File: src/design/vhs_pkg.sv
package vhs_pkg;

  // ==========================================================
  // Timing
  // ==========================================================
  localparam int unsigned CLK_HZ       = 250_000_000;
  localparam int unsigned MS_CYCLES    = CLK_HZ / 1000;
  localparam int unsigned T_ANS_HI_MS  = 155;
  localparam int unsigned T_GUARD_MS   = 456;
  localparam int unsigned T_SCR_MS     = 270;
  localparam int unsigned T_PRELOAD_MS = 765;
  localparam int unsigned T_RING_MS    = 2150;
  localparam int unsigned T_TONE_MS    = 3300;
  localparam int unsigned T_SIL_MS     = 75;

  // ==========================================================
  // Transmit and receive mode codes presented to the modem
  // ==========================================================
  typedef enum logic [2:0] {
    VHS_TX_NO_TONE   = 3'h0,
    VHS_TX_DTMF      = 3'h1,
    VHS_TX_ANS_TONE  = 3'h2,
    VHS_TX_LO_SCR1   = 3'h3,
    VHS_TX_HI_UNSCR1 = 3'h4,
    VHS_TX_HI_SCR1   = 3'h5,
    VHS_TX_DATA      = 3'h6
  } vhs_tx_mode_t;

  typedef enum logic [1:0] {
    VHS_RX_CALL_PROG = 2'h0,
    VHS_RX_ANS_DET   = 2'h1,
    VHS_RX_V22_HI    = 2'h2,
    VHS_RX_V22_LO    = 2'h3
  } vhs_rx_mode_t;

  // Everything the modem is told except the byte load and its data, in one bundle
  typedef struct packed {
    logic         power_up;
    logic         off_hook;
    vhs_tx_mode_t tx_mode;
    vhs_rx_mode_t rx_mode;
    logic         descram_en;
    logic         rx_usart_en;
    logic         tx_sync;
  } vhs_modem_ctl_t;

  // Detector reports from the modem
  typedef struct packed {
    logic ring;
    logic ans_2100;
    logic ans_2225;
    logic scr_ones;
  } vhs_det_t;

  localparam vhs_modem_ctl_t CTL_RESET = '{
    power_up: 1'b0, off_hook: 1'b0, tx_mode: VHS_TX_NO_TONE,
    rx_mode: VHS_RX_CALL_PROG, descram_en: 1'b0, rx_usart_en: 1'b0,
    tx_sync: 1'b0};

endpackage

File: src/design/vhs_sequencer.sv
// What this block does
// RULE1 - Caller powers modem, transmit DTMF no tone, receive call progress.
// RULE2 - Caller goes off hook, dials, then receives in answer-tone detect.
// RULE3 - After 2100Hz ends, 2225Hz held 155ms starts a 456ms timer.
// RULE4 - Modem's 2225Hz detector also flags unscrambled high-band ones.
// RULE5 - At 456ms, if still present, low-band scrambled ones, high-band rx.
// RULE6 - Scrambled ones for 270ms: rx USART on, 765ms timer, load byte.
// RULE7 - At caller 765ms select data transmission; modem sends the byte.
// RULE8 - Answerer waits for ring, off hook, 2150ms timer, power, low rx.
// RULE9 - At 2150ms send 2100Hz answer tone, start 3300ms timer.
// RULE10 - At 3300ms return to no tone, start 75ms silence timer.
// RULE11 - At 75ms send high-band unscrambled ones, watch for scrambled ones.
// RULE12 - Scrambled ones 270ms: high-band scrambled, 765ms, USART, load byte.
// RULE13 - At answerer 765ms select data transmission; link established.
// RULE14 - Missing detection at a timer end: no tone, on hook, fail.
module vhs_sequencer #(
  parameter int unsigned MS_CYC = vhs_pkg::MS_CYCLES
) (
  input  wire logic                    clk_sys_i,
  input  wire logic                    resetn_i,
  input  wire logic                    call_start_i,
  input  wire logic                    answer_en_i,
  input  wire logic                    abort_i,
  input  wire logic                    dial_done_i,
  input  wire logic                    tx_sync_sel_i,
  input  wire logic [7:0]              first_byte_i,
  input  wire vhs_pkg::vhs_det_t       det_i,
  output vhs_pkg::vhs_modem_ctl_t      ctl_o,
  output logic                         dial_en_o,
  output logic                         tx_load_o,
  output logic [7:0]                   tx_data_o,
  output logic                         connected_o,
  output logic                         fail_o,
  output logic                         busy_o
);

  // ==========================================================
  // States
  // ==========================================================
  typedef enum logic [12:0] {
    ST_IDLE    = 13'h0001,
    ST_DIAL    = 13'h0002,
    ST_WT2100  = 13'h0004,
    ST_END2100 = 13'h0008,
    ST_HI155   = 13'h0010,
    ST_G456    = 13'h0020,
    ST_SCR270  = 13'h0040,
    ST_PRE765  = 13'h0080,
    ST_RING    = 13'h0100,
    ST_T2150   = 13'h0200,
    ST_T3300   = 13'h0400,
    ST_T75     = 13'h0800,
    ST_UNSCR   = 13'h1000
  } vhs_state_t;

  vhs_state_t state_q;
  vhs_state_t state_d;

  // ==========================================================
  // Millisecond tick and timer
  // ==========================================================
  logic [17:0] pre_q;
  logic        tick_q;
  logic [11:0] ms_q;
  logic        tmr_load;
  logic [11:0] tmr_val;

  always_ff @(posedge clk_sys_i or negedge resetn_i) begin
    if (!resetn_i) begin
      pre_q  <= 18'h0_0000;
      tick_q <= 1'b0;
    end else if (tmr_load || pre_q == 18'(MS_CYC - 1)) begin
      pre_q  <= 18'h0_0000;
      tick_q <= !tmr_load;
    end else begin
      pre_q  <= pre_q + 18'h0_0001;
      tick_q <= 1'b0;
    end
  end

  always_ff @(posedge clk_sys_i or negedge resetn_i) begin
    if (!resetn_i) begin
      ms_q <= 12'h000;
    end else if (tmr_load) begin
      ms_q <= tmr_val;
    end else if (tick_q && ms_q != 12'h000) begin
      ms_q <= ms_q - 12'h001;
    end
  end

  // Expiry is seen on the tick that brings the count to zero
  wire expired = tick_q && ms_q == 12'h001;

  // ==========================================================
  // Sequencer
  // ==========================================================
  logic start_call;
  logic caller_q;

  assign start_call = call_start_i && !answer_en_i;

  always_comb begin
    state_d  = state_q;
    tmr_load = 1'b0;
    tmr_val  = 12'h000;
    case (state_q)
      ST_IDLE: begin
        if (start_call) begin
          state_d = ST_DIAL;                              // [RULE1]
        end else if (answer_en_i) begin
          state_d = ST_RING;                              // [RULE8]
        end
      end
      ST_DIAL: begin
        if (dial_done_i) begin
          state_d = ST_WT2100;                            // [RULE2]
        end
      end
      ST_WT2100: begin
        if (det_i.ans_2100) begin
          state_d = ST_END2100;                           // [RULE3]
        end
      end
      ST_END2100: begin
        if (!det_i.ans_2100) begin
          state_d  = ST_HI155;
          tmr_load = 1'b1;
          tmr_val  = 12'(vhs_pkg::T_ANS_HI_MS);
        end
      end
      ST_HI155: begin
        // Qualification restarts whenever the tone drops out
        if (!det_i.ans_2225) begin
          tmr_load = 1'b1;                                // [RULE3]
          tmr_val  = 12'(vhs_pkg::T_ANS_HI_MS);
        end else if (expired) begin
          state_d  = ST_G456;
          tmr_load = 1'b1;
          tmr_val  = 12'(vhs_pkg::T_GUARD_MS);
        end
      end
      ST_G456: begin
        if (expired && det_i.ans_2225) begin
          state_d  = ST_SCR270;                           // [RULE5]
          tmr_load = 1'b1;
          tmr_val  = 12'(vhs_pkg::T_SCR_MS);
        end else if (expired) begin
          state_d = ST_IDLE;                              // [RULE14]
        end
      end
      ST_SCR270, ST_UNSCR: begin
        // Only continuous scrambled ones count
        if (!det_i.scr_ones) begin
          tmr_load = 1'b1;
          tmr_val  = 12'(vhs_pkg::T_SCR_MS);
        end else if (expired) begin
          state_d  = ST_PRE765;                           // [RULE6] [RULE12]
          tmr_load = 1'b1;
          tmr_val  = 12'(vhs_pkg::T_PRELOAD_MS);
        end
      end
      ST_PRE765: begin
        if (expired) begin
          state_d = ST_IDLE;                              // [RULE7] [RULE13]
        end
      end
      ST_RING: begin
        if (!answer_en_i) begin
          state_d = ST_IDLE;
        end else if (det_i.ring) begin
          state_d  = ST_T2150;                            // [RULE8]
          tmr_load = 1'b1;
          tmr_val  = 12'(vhs_pkg::T_RING_MS);
        end
      end
      ST_T2150: begin
        if (expired) begin
          state_d  = ST_T3300;                            // [RULE9]
          tmr_load = 1'b1;
          tmr_val  = 12'(vhs_pkg::T_TONE_MS);
        end
      end
      ST_T3300: begin
        if (expired) begin
          state_d  = ST_T75;                              // [RULE10]
          tmr_load = 1'b1;
          tmr_val  = 12'(vhs_pkg::T_SIL_MS);
        end
      end
      ST_T75: begin
        if (expired) begin
          state_d  = ST_UNSCR;                            // [RULE11]
          tmr_load = 1'b1;
          tmr_val  = 12'(vhs_pkg::T_SCR_MS);
        end
      end
      default: begin
        state_d = ST_IDLE;
      end
    endcase
    // Abort is a level: holding it keeps the block idle and unarmed
    if (abort_i) begin
      state_d = ST_IDLE;
    end
  end

  always_ff @(posedge clk_sys_i or negedge resetn_i) begin
    if (!resetn_i) begin
      state_q <= ST_IDLE;
    end else begin
      state_q <= state_d;
    end
  end

  always_ff @(posedge clk_sys_i or negedge resetn_i) begin
    if (!resetn_i) begin
      caller_q <= 1'b0;
    end else if (state_q == ST_IDLE) begin
      caller_q <= start_call;
    end
  end

  // ==========================================================
  // Modem control outputs, registered from the next state
  // ==========================================================
  vhs_pkg::vhs_modem_ctl_t ctl_d;

  always_comb begin
    ctl_d = ctl_o;
    case (state_d)
      ST_IDLE: begin
        // Data mode survives completion and holds until abort, or until entry to ST_DIAL or ST_RING resets it
        if (abort_i ||
            (state_q != ST_IDLE && !(state_q == ST_PRE765 && expired))) begin
          ctl_d = vhs_pkg::CTL_RESET;                     // [RULE14]
        end
      end
      ST_DIAL: begin
        ctl_d          = vhs_pkg::CTL_RESET;
        ctl_d.power_up = 1'b1;                            // [RULE1]
        ctl_d.off_hook = 1'b1;                            // [RULE2]
        ctl_d.tx_mode  = vhs_pkg::VHS_TX_DTMF;
        ctl_d.rx_mode  = vhs_pkg::VHS_RX_CALL_PROG;
      end
      ST_WT2100: begin
        ctl_d.tx_mode = vhs_pkg::VHS_TX_NO_TONE;
        ctl_d.rx_mode = vhs_pkg::VHS_RX_ANS_DET;          // [RULE2]
      end
      ST_SCR270: begin
        if (caller_q) begin
          ctl_d.tx_mode     = vhs_pkg::VHS_TX_LO_SCR1;    // [RULE5]
          ctl_d.rx_mode     = vhs_pkg::VHS_RX_V22_HI;
          ctl_d.descram_en  = 1'b1;
          ctl_d.rx_usart_en = 1'b0;
        end
      end
      ST_PRE765: begin
        ctl_d.rx_usart_en = 1'b1;                         // [RULE6] [RULE12]
        if (!caller_q) begin
          ctl_d.tx_mode = vhs_pkg::VHS_TX_HI_SCR1;        // [RULE12]
        end
      end
      ST_RING: begin
        ctl_d = vhs_pkg::CTL_RESET;                       // [RULE8]
      end
      ST_T2150: begin
        ctl_d.off_hook    = 1'b1;                         // [RULE8]
        ctl_d.power_up    = 1'b1;
        ctl_d.tx_mode     = vhs_pkg::VHS_TX_NO_TONE;
        ctl_d.rx_mode     = vhs_pkg::VHS_RX_V22_LO;
        ctl_d.descram_en  = 1'b1;
        ctl_d.rx_usart_en = 1'b0;
      end
      ST_T3300: ctl_d.tx_mode = vhs_pkg::VHS_TX_ANS_TONE; // [RULE9]
      ST_T75:   ctl_d.tx_mode = vhs_pkg::VHS_TX_NO_TONE;  // [RULE10]
      ST_UNSCR: ctl_d.tx_mode = vhs_pkg::VHS_TX_HI_UNSCR1; // [RULE11]
      default: begin
      end
    endcase
    if (state_q == ST_PRE765 && state_d == ST_IDLE && !abort_i) begin
      ctl_d.tx_mode = vhs_pkg::VHS_TX_DATA;               // [RULE7] [RULE13]
      ctl_d.tx_sync = tx_sync_sel_i;
    end
  end

  always_ff @(posedge clk_sys_i or negedge resetn_i) begin
    if (!resetn_i) begin
      ctl_o <= vhs_pkg::CTL_RESET;
    end else begin
      ctl_o <= ctl_d;
    end
  end

  // ==========================================================
  // Dialling, preload and status
  // ==========================================================
  always_ff @(posedge clk_sys_i or negedge resetn_i) begin
    if (!resetn_i) begin
      dial_en_o <= 1'b0;
      tx_load_o <= 1'b0;
      tx_data_o <= 8'h00;
      busy_o    <= 1'b0;
    end else begin
      dial_en_o <= (state_d == ST_DIAL);                  // [RULE2]
      tx_load_o <= (state_d == ST_PRE765 && state_q != ST_PRE765);
      if (state_d == ST_PRE765 && state_q != ST_PRE765) begin
        tx_data_o <= first_byte_i;                        // [RULE6] [RULE12]
      end
      busy_o <= (state_d != ST_IDLE);
    end
  end

  // Connected holds until the next call or answer attempt starts
  always_ff @(posedge clk_sys_i or negedge resetn_i) begin
    if (!resetn_i) begin
      connected_o <= 1'b0;
      fail_o      <= 1'b0;
    end else if (state_q == ST_IDLE && state_d != ST_IDLE) begin
      connected_o <= 1'b0;
      fail_o      <= 1'b0;
    end else if (state_q == ST_PRE765 && expired && !abort_i) begin
      connected_o <= 1'b1;                                // [RULE13]
    end else if (state_q == ST_G456 && expired && !det_i.ans_2225 &&
                 !abort_i) begin
      fail_o <= 1'b1;                                     // [RULE14]
    end
  end

endmodule

File: config.mk
export PLATFORM = sky130hd
export DESIGN_NAME = vhs_sequencer
export DESIGN_NICKNAME = d
export VERILOG_FILES = /design/src/design/vhs_pkg.sv /design/src/design/vhs_sequencer.sv
export SDC_FILE = /design/constraint.sdc
export NUM_CORES = 1
export LEC_CHECK = 0
export BUFFER_PORTS_ARGS = -buffer_cell sky130_fd_sc_hd__buf_4
export CAP_MARGIN = 20
export CORE_ASPECT_RATIO = 1.2
export CORE_MARGIN = 2
export CORE_UTILIZATION = 45
export CTS_CLUSTER_DIAMETER = 150
export DETAILED_ROUTE_END_ITERATION = 10
export PLACE_DENSITY = 0.71
export SLEW_MARGIN = 40
export SYNTH_ARGS = -nofsm -noshare
export SYNTH_HDL_FRONTEND = slang
export SYNTH_SLANG_ARGS = --single-unit
File: constraint.sdc
create_clock -name clk_sys_i -period 9 [get_ports clk_sys_i]
set_input_delay 1.8 -clock clk_sys_i [delete_from_list [all_inputs] [get_ports clk_sys_i]]
set_output_delay 1.8 -clock clk_sys_i [all_outputs]
set_load 0.02 [all_outputs]
# ---- After elaboration in Yosys (flattened, before gate mapping)
# Cells that the tools add are included.
# W data, S select, Z words.
dict set report classes {
  bitwise_logic 0
  magnitude_cmp 0
  n_mux 58
  addsub 2
  eq_ne 34
  reduce_logical 44
  div_mod_pow 0
  multipliers 0
  shift 0
}
# operator count
set ops {}
lappend ops {{$mux W13} 17}
lappend ops {{$pmux W13 S12} 1}
lappend ops {{$pmux W12 S8} 1}
lappend ops {{$mux W12} 5}
lappend ops {{$mux W9} 4}
lappend ops {{$mux W10} 3}
lappend ops {{$eq A13 B1 Y1 const B} 2}
lappend ops {{$eq A13 B10 Y1 const B} 2}
lappend ops {{$eq A13 B11 Y1 const B} 2}
lappend ops {{$eq A13 B12 Y1 const B} 2}
lappend ops {{$eq A13 B13 Y1 const B} 2}
lappend ops {{$eq A13 B2 Y1 const B} 2}
lappend ops {{$eq A13 B3 Y1 const B} 2}
lappend ops {{$eq A13 B7 Y1 const B} 2}
lappend ops {{$eq A13 B8 Y1 const B} 2}
lappend ops {{$eq A13 B9 Y1 const B} 2}
lappend ops {{$ne A13 B1 Y1 const B} 2}
lappend ops {{$pmux W3 S7} 1}
lappend ops {{$add A18 B1 Y18 const B} 1}
lappend ops {{$eq A18 B18 Y1 const B} 1}
lappend ops {{$mux W18} 1}
lappend ops {{$logic_and A1 B1 Y1} 14}
lappend ops {{$mux W1} 14}
lappend ops {{$mux W7} 2}
lappend ops {{30 further kinds} 51}
dict set report totals {
  output_inout_bits 23
  latchBits 0
  rom_bits 0
  memories 0
  word_cells 156
  mem_bits_rw 0
  reg_bits 68
}

# ---- Depth between registers and ports, before layout
# Gate-level depths: netlist (run 1).
dict set report logic_depth {
  depth_word 11
  depth_mapped 11
}

# ---- Worst setup path before layout (run 1)
# OpenSTA, ideal clock, no wires.
dict set report synth_timing {
  kind {input to register}
  start {in call_start_i}
  end {reg ctl_o[5] (netlist bit)}
  cell_stages 8
  path_buffers 0
  arrival_ns 3.908
  setup_slack_ns 4.967
  required_time_ns 8.875
  path_cell_list {or4b_2 o21a_1 nor2_1 nor3_1 a31o_2 a41o_1 a41oi_4 mux2_4}
}
dict set report synth_between {
  elab_chain_cells 9
  elab_cells_between_ends 24
  classes_between {eq/ne: 13; mux: 5; reduce/logical: 6}
}
# item line
set synth_lines {}
lappend synth_lines {{from (decl)} vhs_sequencer.sv:21} ;# input wire logic call_start_i,
lappend synth_lines {{$logic_and A1 B1 Y1 (*)} vhs_sequencer.sv:100} ;# assign start_call = call_start_i && !answer_en_i;
lappend synth_lines {{$mux W13 (*)} vhs_sequencer.sv:108} ;# if (start_call) begin
lappend synth_lines {{$pmux W13 S12 (*)} vhs_sequencer.sv:106} ;# case (state_q)
lappend synth_lines {{$mux W13 (*)} vhs_sequencer.sv:202} ;# if (abort_i) begin
lappend synth_lines {{$eq A13 B1 Y1} {vhs_sequencer.sv:230, vhs_sequencer.sv:280}}
lappend synth_lines {{$logic_and A1 B1 Y1 (2 in series)} vhs_sequencer.sv:280} ;# if (state_q == ST_PRE765 && state_d == ST_IDLE && !abort_i) begin
lappend synth_lines {{$reduce_bool A8 Y1 (no source line) (tied with other cells)} --}
lappend synth_lines {{$reduce_and A4 Y1 (no source line)} --}
lappend synth_lines {{to (signal assigned)} vhs_sequencer.sv:288} ;# ctl_o <= vhs_pkg::CTL_RESET;
lappend synth_lines {{to (signal assigned)} vhs_sequencer.sv:290} ;# ctl_o <= ctl_d;
lappend synth_lines {{to (decl)} vhs_sequencer.sv:28} ;# output vhs_pkg::vhs_modem_ctl_t ctl_o,
# Mark *: on every way between the ends. The rest lies on a longest branch, timed or not.
# A chain may end at the register's enable or synchronous reset.

# ---- Worst setup path in the final report (run 1)
dict set report layout_timing {
  start {in call_start_i}
  end {reg tx_data_o[4]}
}
dict set report layout_between {
  elab_chain_cells 6
}
# item line
set layout_lines {}
lappend layout_lines {{$logic_and A1 B1 Y1} vhs_sequencer.sv:100}
lappend layout_lines {{$mux W13} vhs_sequencer.sv:108}
lappend layout_lines {{$pmux W13 S12} vhs_sequencer.sv:106}
lappend layout_lines {{$mux W13} vhs_sequencer.sv:202}
lappend layout_lines {{$eq A13 B8 Y1} vhs_sequencer.sv:306} ;# if (state_d == ST_PRE765 && state_q != ST_PRE765) begin
lappend layout_lines {{$logic_and A1 B1 Y1} vhs_sequencer.sv:306}
lappend layout_lines {{to (signal assigned)} vhs_sequencer.sv:307} ;# tx_data_o <= first_byte_i;
lappend layout_lines {{to (decl)} vhs_sequencer.sv:31} ;# output logic [7:0] tx_data_o,
# Every way passes these cells.

==> summary.md, run 1 <==
| Metric | Value |
|---|---|
| Asr flop ratio synth | `1.00` |
| TritonCTS clock tree | `built` |
| Max FO, Critical Path | `9` |
| Shortest period the worst path allows | `3940 ps` |
| DP HPWL | `7550 um` |
| CP bufs+invs | `1` |
| Inst Count DP | `595` |
| CORE AREA | `0.00899 mm^2` |
| R2r setup slk | `5270 ps` |
| Critical Path End Type | `flip-flop` |
| Post-synth net total | `478` |
| Delay-heaviest family, CP | `simple AND/OR/NAND/NOR gates` |
| Initial antenna violation count | `0` |
| Post-synth cell types | `68` |
| Maximum clock rate | `254 MHz` |
| Reg-to-Reg Start | `state_q[7]` |
| Max Cap Viol | `0` |
| Outcome | `complete, no violations` |
| Post-synthesis area per instance | `9.04 um^2` |
| Max-slew headroom | `0.480` |
| Starting Density | `0.458` |
| Antenna Nets Post-Route | `0` |
| Vias in the first global route | `3594` |
| Worst-case reg-to-reg path depth | `8` |
| Diodes inserted | `0` |
| Post-CTS sizing | `0` |
| Worst path max stage delay | `690 ps` |
| Htree depth | `3` |
| Ports | `42` |
| Kind of critical path | `in2reg` |
| Number of synthesized flops with an enable pin | `0` |
| Post-Synthesis Cells | `455` |
| Register bit count reported by yosys | `67` |
| Routed wire length | `10300 um` |
| Number of vias per cell | `5.98` |
| TritonCTS buffer count | `9` |
| DR pass1 iterations | `5` |
| Final #Nets | `509` |
| Min-delay src | `pre_q[0]` |
| Area post-placement | `0.00447 mm^2` |
| Setup repair bufs after CTS | `0` |
| Lkg Pwr | `2.08 nW` |
| Mapped Area | `0.00411 mm^2` |
| Max Clock Skew | `7.58 ps` |
| Tcrit/Tclk final | `0.438` |
| Top FF cell, synth | `dfrtp_1` |
| Worst slew pin tran | `780 ps` |
| CP max stage cell | `or4b_2` |
| Post-route cell area | `0.00469 mm^2` |
| Ordered cell list for the critical path | `buf_4 > or4b_2 > o21a_1 > nor2_1 > a2111o_1 > nand2_1 > or2_1 > nor2_4 > mux2_2` |
| Initial drt markers | `451` |
| Reg-to-Reg End | `ctl_o[5]` |
| Die ar. | `0.00993 mm^2` |
| RSZ-0062 raised after global routing | `no` |
| Fin cells | `611` |
| Power Density | `182 mW/mm^2` |
| Max IR drop VDD | `0.111 mV` |
| HP Class | `reg2reg` |
| Area growth from synthesis to layout | `14.1%` |
| Chip width | `91.3 um` |
| Post-synthesis sequential area ratio | `0.408` |
| Vias post-DR | `3655` |
| Hold buffer count at CTS | `0` |
| Port Buffers | `41` |
| Setup TNS | `0 ps` |
| Routability Congestion | `0.923` |
| Final Hold Fails | `0` |
| Layout cells sized above 1 | `0.193` |
| Hold path cells | `1` |
| Number of clock sinks | `67` |
| Clock Pin Slew Worst Setup and Hold Paths | `70 ps` |
| WP data arrival | `4170 ps` |
| First-pass GRT wire length | `17300 um` |
| Synth Warn # | `0` |
| All-layer global routing usage | `0.219` |
| Clk buf depth | `2` |
| Worst skew pair latency | `340 ps` |
| Routed length per placed instance | `16.9 um` |
| Critical Path RT | `9230 ps` |
| # setup viols final | `0` |
| Drc violations | `0` |
| Hold Crit Endpoint | `pre_q[0]` |
| Startpoint types | `primary input` |
| Largest net degree at the start of global routing | `68` |
| Rows | `38` |
| Final design utilization | `0.522` |
| Gr ovfl total | `0` |
| Die height | `109 um` |
| Slew Limit Fails | `0` |
| CTS root buffer | `clkbuf_8` |
[flip-flops by register name, indices dropped and copies added (netlist names), 8 cells and up]
signal and cells:
state_q 13, tx_data_o 8, ms_q 12, pre_q 18, ctl_o 9
[synthesized netlist by cell type, drive strengths merged, types with 3 or more instances]
cell    instances  area (um^2)
nand3          18         90.1
or4             5         45.0
buf             8         55.1
or4b            3         30.0
inv            14         52.6
mux2           11          131
nand2b          8         50.1
dfrtp          66         1650
nor3           25          135
xnor2          13          114
o21a            5         45.0
xor2           17          149
nor4b           3         26.3
and3            6         37.5
ha              4         50.1
o21ai          22          110
o32ai           3         26.3
nand4          16          100
a31oi           4         25.0
nand2          20         75.1
clkbuf         13         48.8
a21o            3         23.8
nor2           65          254
or3             7         43.8
or2             5         31.3
nor4           16          130
a21oi          24          120
nor2b          10         62.6
[layer usage]
metal,up-vias,share of wire,global-route usage,wire length (um)
met2,161,0.47,0.346,4850
met3,34,0.055,0.0484,567
met4,0,0.039,0.124,403
met5,-,0,0,0
li1,1718,-,-,-
met1,1742,0.44,0.279,4490
[how the worst max path moves through the flow]
| stage | cells past startpoint | endpoint | start | slack [ps] |
|---|---|---|---|---|
| finish | 9 | tx_data_o[4] | call_start_i | 5060 |
| global route | 9 | tx_data_o[4] | call_start_i | 4940 |
| CTS | 9 | ctl_o[5] | call_start_i | 5090 |
| detailed placement | 9 | ctl_o[5] | call_start_i | 4710 |
| global placement | 9 | ctl_o[6] | call_start_i | 4760 |
| floorplan | 8 | ctl_o[5] | call_start_i | 4970 |
[power breakdown]
| part | leakage (nW) | total [W] | internal [W] | switching (W) |
|---|---|---|---|---|
| sequential | 0.882 | 0.000402 | 0.000347 | 0.0000552 |
| clock | 0.106 | 0.000255 | 0.000143 | 0.000112 |
| combinational | 1.09 | 0.000199 | 0.0000889 | 0.000110 |
[worst register-to-register path, cell delays in order, from the launching register on]
cell,delay (ps)
dfrtp_1,530
nor4_1,590
nand3_1,270
o32a_1,420
a41o_1,490
nor2_2,480
o32ai_1,190
a41oi_4,310
mux2_4,340
[final cells by class]
class | count | area [um^2]
Multi-Input combinational cell | 353 | 2300
Tap cell | 120 | 150
Timing Repair Buffer | 41 | 312
Fill cell | 806 | 4290
Clock buffer | 12 | 155
Sequential cell | 67 | 1680
Inverter | 14 | 52.6
Clock inverter | 4 | 48.8
[layout by cell type (no fill, tap or decap), types with 3 or more instances in the layout]
cell type   n
xor2_1     17
clkbuf_8   11
a31oi_1     4
xnor2_1    13
or4b_2      3
nand2b_1    8
dfrtp_1    66
o21a_1      4
or4_1       3
nor2b_1    10
o21ai_0    22
buf_4      40
inv_1      14
nor4_1     12
nor2_1     63
nand4_1    16
mux2_2      9
o32ai_1     3
a21oi_1    24
nor3_1     23
and3_1      6
or3_1       7
ha_1        4
or2_2       4
nand3_1    18
nand2_1    20
[cells by family after synthesis]
family / Yosys count / share of synthesized area
simple gates: 221 / 0.300
compound gates: 86 / 0.144
flops: 67 / 0.408
buf+inv: 35 / 0.0380
xor+xnor: 30 / 0.0639
mux: 12 / 0.0344
fa+ha+maj: 4 / 0.0122
[stage by stage]
| stage | total power, W | setup slack (ps) | hold slack, ps |
|---|---|---|---|
| final | 0.000856 | 5060 | 509 |
| after global routing | 0.000908 | 4940 | 529 |
| after CTS | 0.000865 | 5090 | 508 |
| after detailed placement | 0.000605 | 4710 | 498 |
| after global placement | 0.000597 | 4760 | 479 |
| after floorplan | 0.000546 | 4970 | 448 |
Power figures use the tool's default switching activity.
==> run 2: changes to the inputs <==
- PLACE_DENSITY: 0.71 -> 0.73
- clock period: 9 -> 3.4 ns (I/O delays scaled with it)
==> run 2 against run 1 <==
  * Critical path depth fell by 1
  * Non-clock buffer count rose by 25
  * Via count rose by 3.3%
  * Sequential share of layout area fell by 1.5 points
  * Worst setup slack got worse by 4900 ps
  * Total power rose to 2.8 times the previous value
  * Cell count rose by 4.1%
  * Core utilization rose by 2.2 points
  * Worst hold slack got worse by 200 ps
  * First-iteration DRC count fell by 11%
  * Clock skew rose by 4.6 ps
  * Critical path type is now reg2reg
  * Largest cell class unchanged
  * Highest routed layer unchanged
==> summary.md, run 2 (synthesis results as in run 1) <==
| Metric | Value |
|---|---|
| CP max stage cell | `or4_4` |
| TritonCTS clock tree | `built` |
| WP data arrival | `3440 ps` |
| Lkg Pwr | `2.21 nW` |
| Routability Congestion | `1.00` |
| Kind of critical path | `reg2reg` |
| Layout cells sized above 1 | `0.231` |
| Commonest non-fill, non-tap cell in the layout | `dfrtp_1` |
| Final #Nets | `534` |
| Max-slew headroom | `0.546` |
| All-layer global routing usage | `0.231` |
| Gr ovfl total | `0` |
| DP HPWL | `8230 um` |
| Critical Path RT | `3630 ps` |
| Max Clock Skew | `12.2 ps` |
| Largest net degree at the start of global routing | `68` |
| HP Class | `in2async` |
| Clk buf depth | `2` |
| Largest register FFs | `18` |
| Max FO, Critical Path | `9` |
| Final design utilization | `0.545` |
| Setup TNS | `0 ps` |
| Sw Share | `0.322` |
| Startpoint types | `flip-flop` |
| Post-route cell area | `0.00490 mm^2` |
| Initial antenna violation count | `0` |
| Largest registers | `pre_q (18), state_q (13), ms_q (12)` |
| Max Cap Viol | `0` |
| CORE AREA | `0.00899 mm^2` |
| First-pass GRT wire length | `18300 um` |
| Net Sw Power | `0.000775 W` |
| Area post-placement | `0.00466 mm^2` |
| Power Density | `491 mW/mm^2` |
| DR pass1 iterations | `5` |
| Drc violations | `0` |
| Comb pwr share | `0.235` |
| Worst slew pin tran | `674 ps` |
| Power, Total | `0.00241 W` |
| Ports | `42` |
| CTS root buffer | `clkbuf_8` |
| Routed length per placed instance | `17.3 um` |
| Htree depth | `3` |
| Tcrit/Tclk final | `0.943` |
| Internal power | `0.00163 W` |
| Die ar. | `0.00993 mm^2` |
| RSZ-0062 raised after global routing | `no` |
| Most frequent cells in the layout | `dfrtp_1, buf_4, nor2_1` |
| Outcome | `complete, no violations` |
| Vias in the first global route | `3725` |
| Vias post-DR | `3777` |
| Setup repair bufs after CTS | `0` |
| Ordered cell list for the critical path | `or4_4 > or3_1 > nor3_1 > or2_2 > nand2_1 > or2_1 > nor2_4 > mux2_2` |
| Clock Pin Slew Worst Setup and Hold Paths | `80 ps` |
| Number of vias per cell | `5.94` |
| Die height | `109 um` |
| Worst skew pair latency | `350 ps` |
| # setup viols final | `0` |
| Starting Density | `0.458` |
| TritonCTS buffer count | `9` |
| Seq pwr share | `0.443` |
| Max IR drop VDD | `0.383 mV` |
| Routed wire length | `11000 um` |
| Final Hold Fails | `0` |
| Rows | `38` |
| Worst path max stage delay | `590 ps` |
| Power share of the clock group | `0.323` |
| Port Buffers | `41` |
| Slew Limit Fails | `0` |
| Diodes inserted | `0` |
| Setup slack at placement | `166 ps` |
| Critical Path End Type | `flip-flop` |
| Shortest period the worst path allows | `3210 ps` |
| Antenna Nets Post-Route | `0` |
| Initial drt markers | `401` |
| Chip width | `91.3 um` |
| Number of clock sinks | `67` |
| Area growth from synthesis to layout | `19.0%` |
| Final WS setup | `194 ps` |
| Maximum clock rate | `312 MHz` |
| Biggest register | `pre_q` |
[run 2: what timing repair did]
item / CTS / global route
resized for setup: 0 / 2
setup endpoints to repair: 0 / 3
hold buffers: 0 / 0
[run 2: per-layer routing]
metal	wire [um]	track usage	vias to the layer above
li1	-	-	1769
met5	0	0	-
met2	5300	0.378	163
met4	278	0.107	0
met1	4710	0.294	1822
met3	699	0.0525	23
[run 2: layout make-up]
type | instances | area, um^2
Fill cell | 799 | 4090
Multi-Input combinational cell | 353 | 2290
Sequential cell | 67 | 1680
Timing Repair Buffer | 66 | 499
Clock buffer | 12 | 155
Tap cell | 120 | 150
Clock inverter | 4 | 72.6
Inverter | 14 | 52.6
[run 2: worst paths after layout]
path                           endpoint  slack [ps]  startpoint  cells after the start
max                        tx_data_o[6]         190     ms_q[6]                      8
min                           dial_en_o         310    resetn_i                      1
max reg2reg                tx_data_o[6]         190     ms_q[6]                      8
min reg2reg                    pre_q[0]         500    pre_q[0]                      1
max in group asynchronous      pre_q[0]        2650    resetn_i                      1
min in group clk_sys_i         pre_q[0]         500    pre_q[0]                      1
[run 2: per-stage QoR]
step	instances	hold slack, ps
after global placement	620	481
after floorplan	455	384
after detailed placement	620	497
after global routing	636	360
final	636	306
after CTS	636	455
[run 2: critical path, delay by kind of cell, from the launching register on]
| kind | cells | cell delay, ps |
|---|---|---|
| DFF | 1 | 420 |
| muxes | 1 | 370 |
| and+or+nand+nor | 7 | 2310 |
[run 2: power by group through the flow]
stage                     clock network, W  logic, W  registers [W]
after floorplan                          0  0.000408        0.00104
after global placement                   0  0.000546        0.00107
after detailed placement                 0  0.000565        0.00108
after CTS                         0.000782  0.000565        0.00106
after global routing              0.000824  0.000632        0.00108
final                             0.000776  0.000565        0.00107
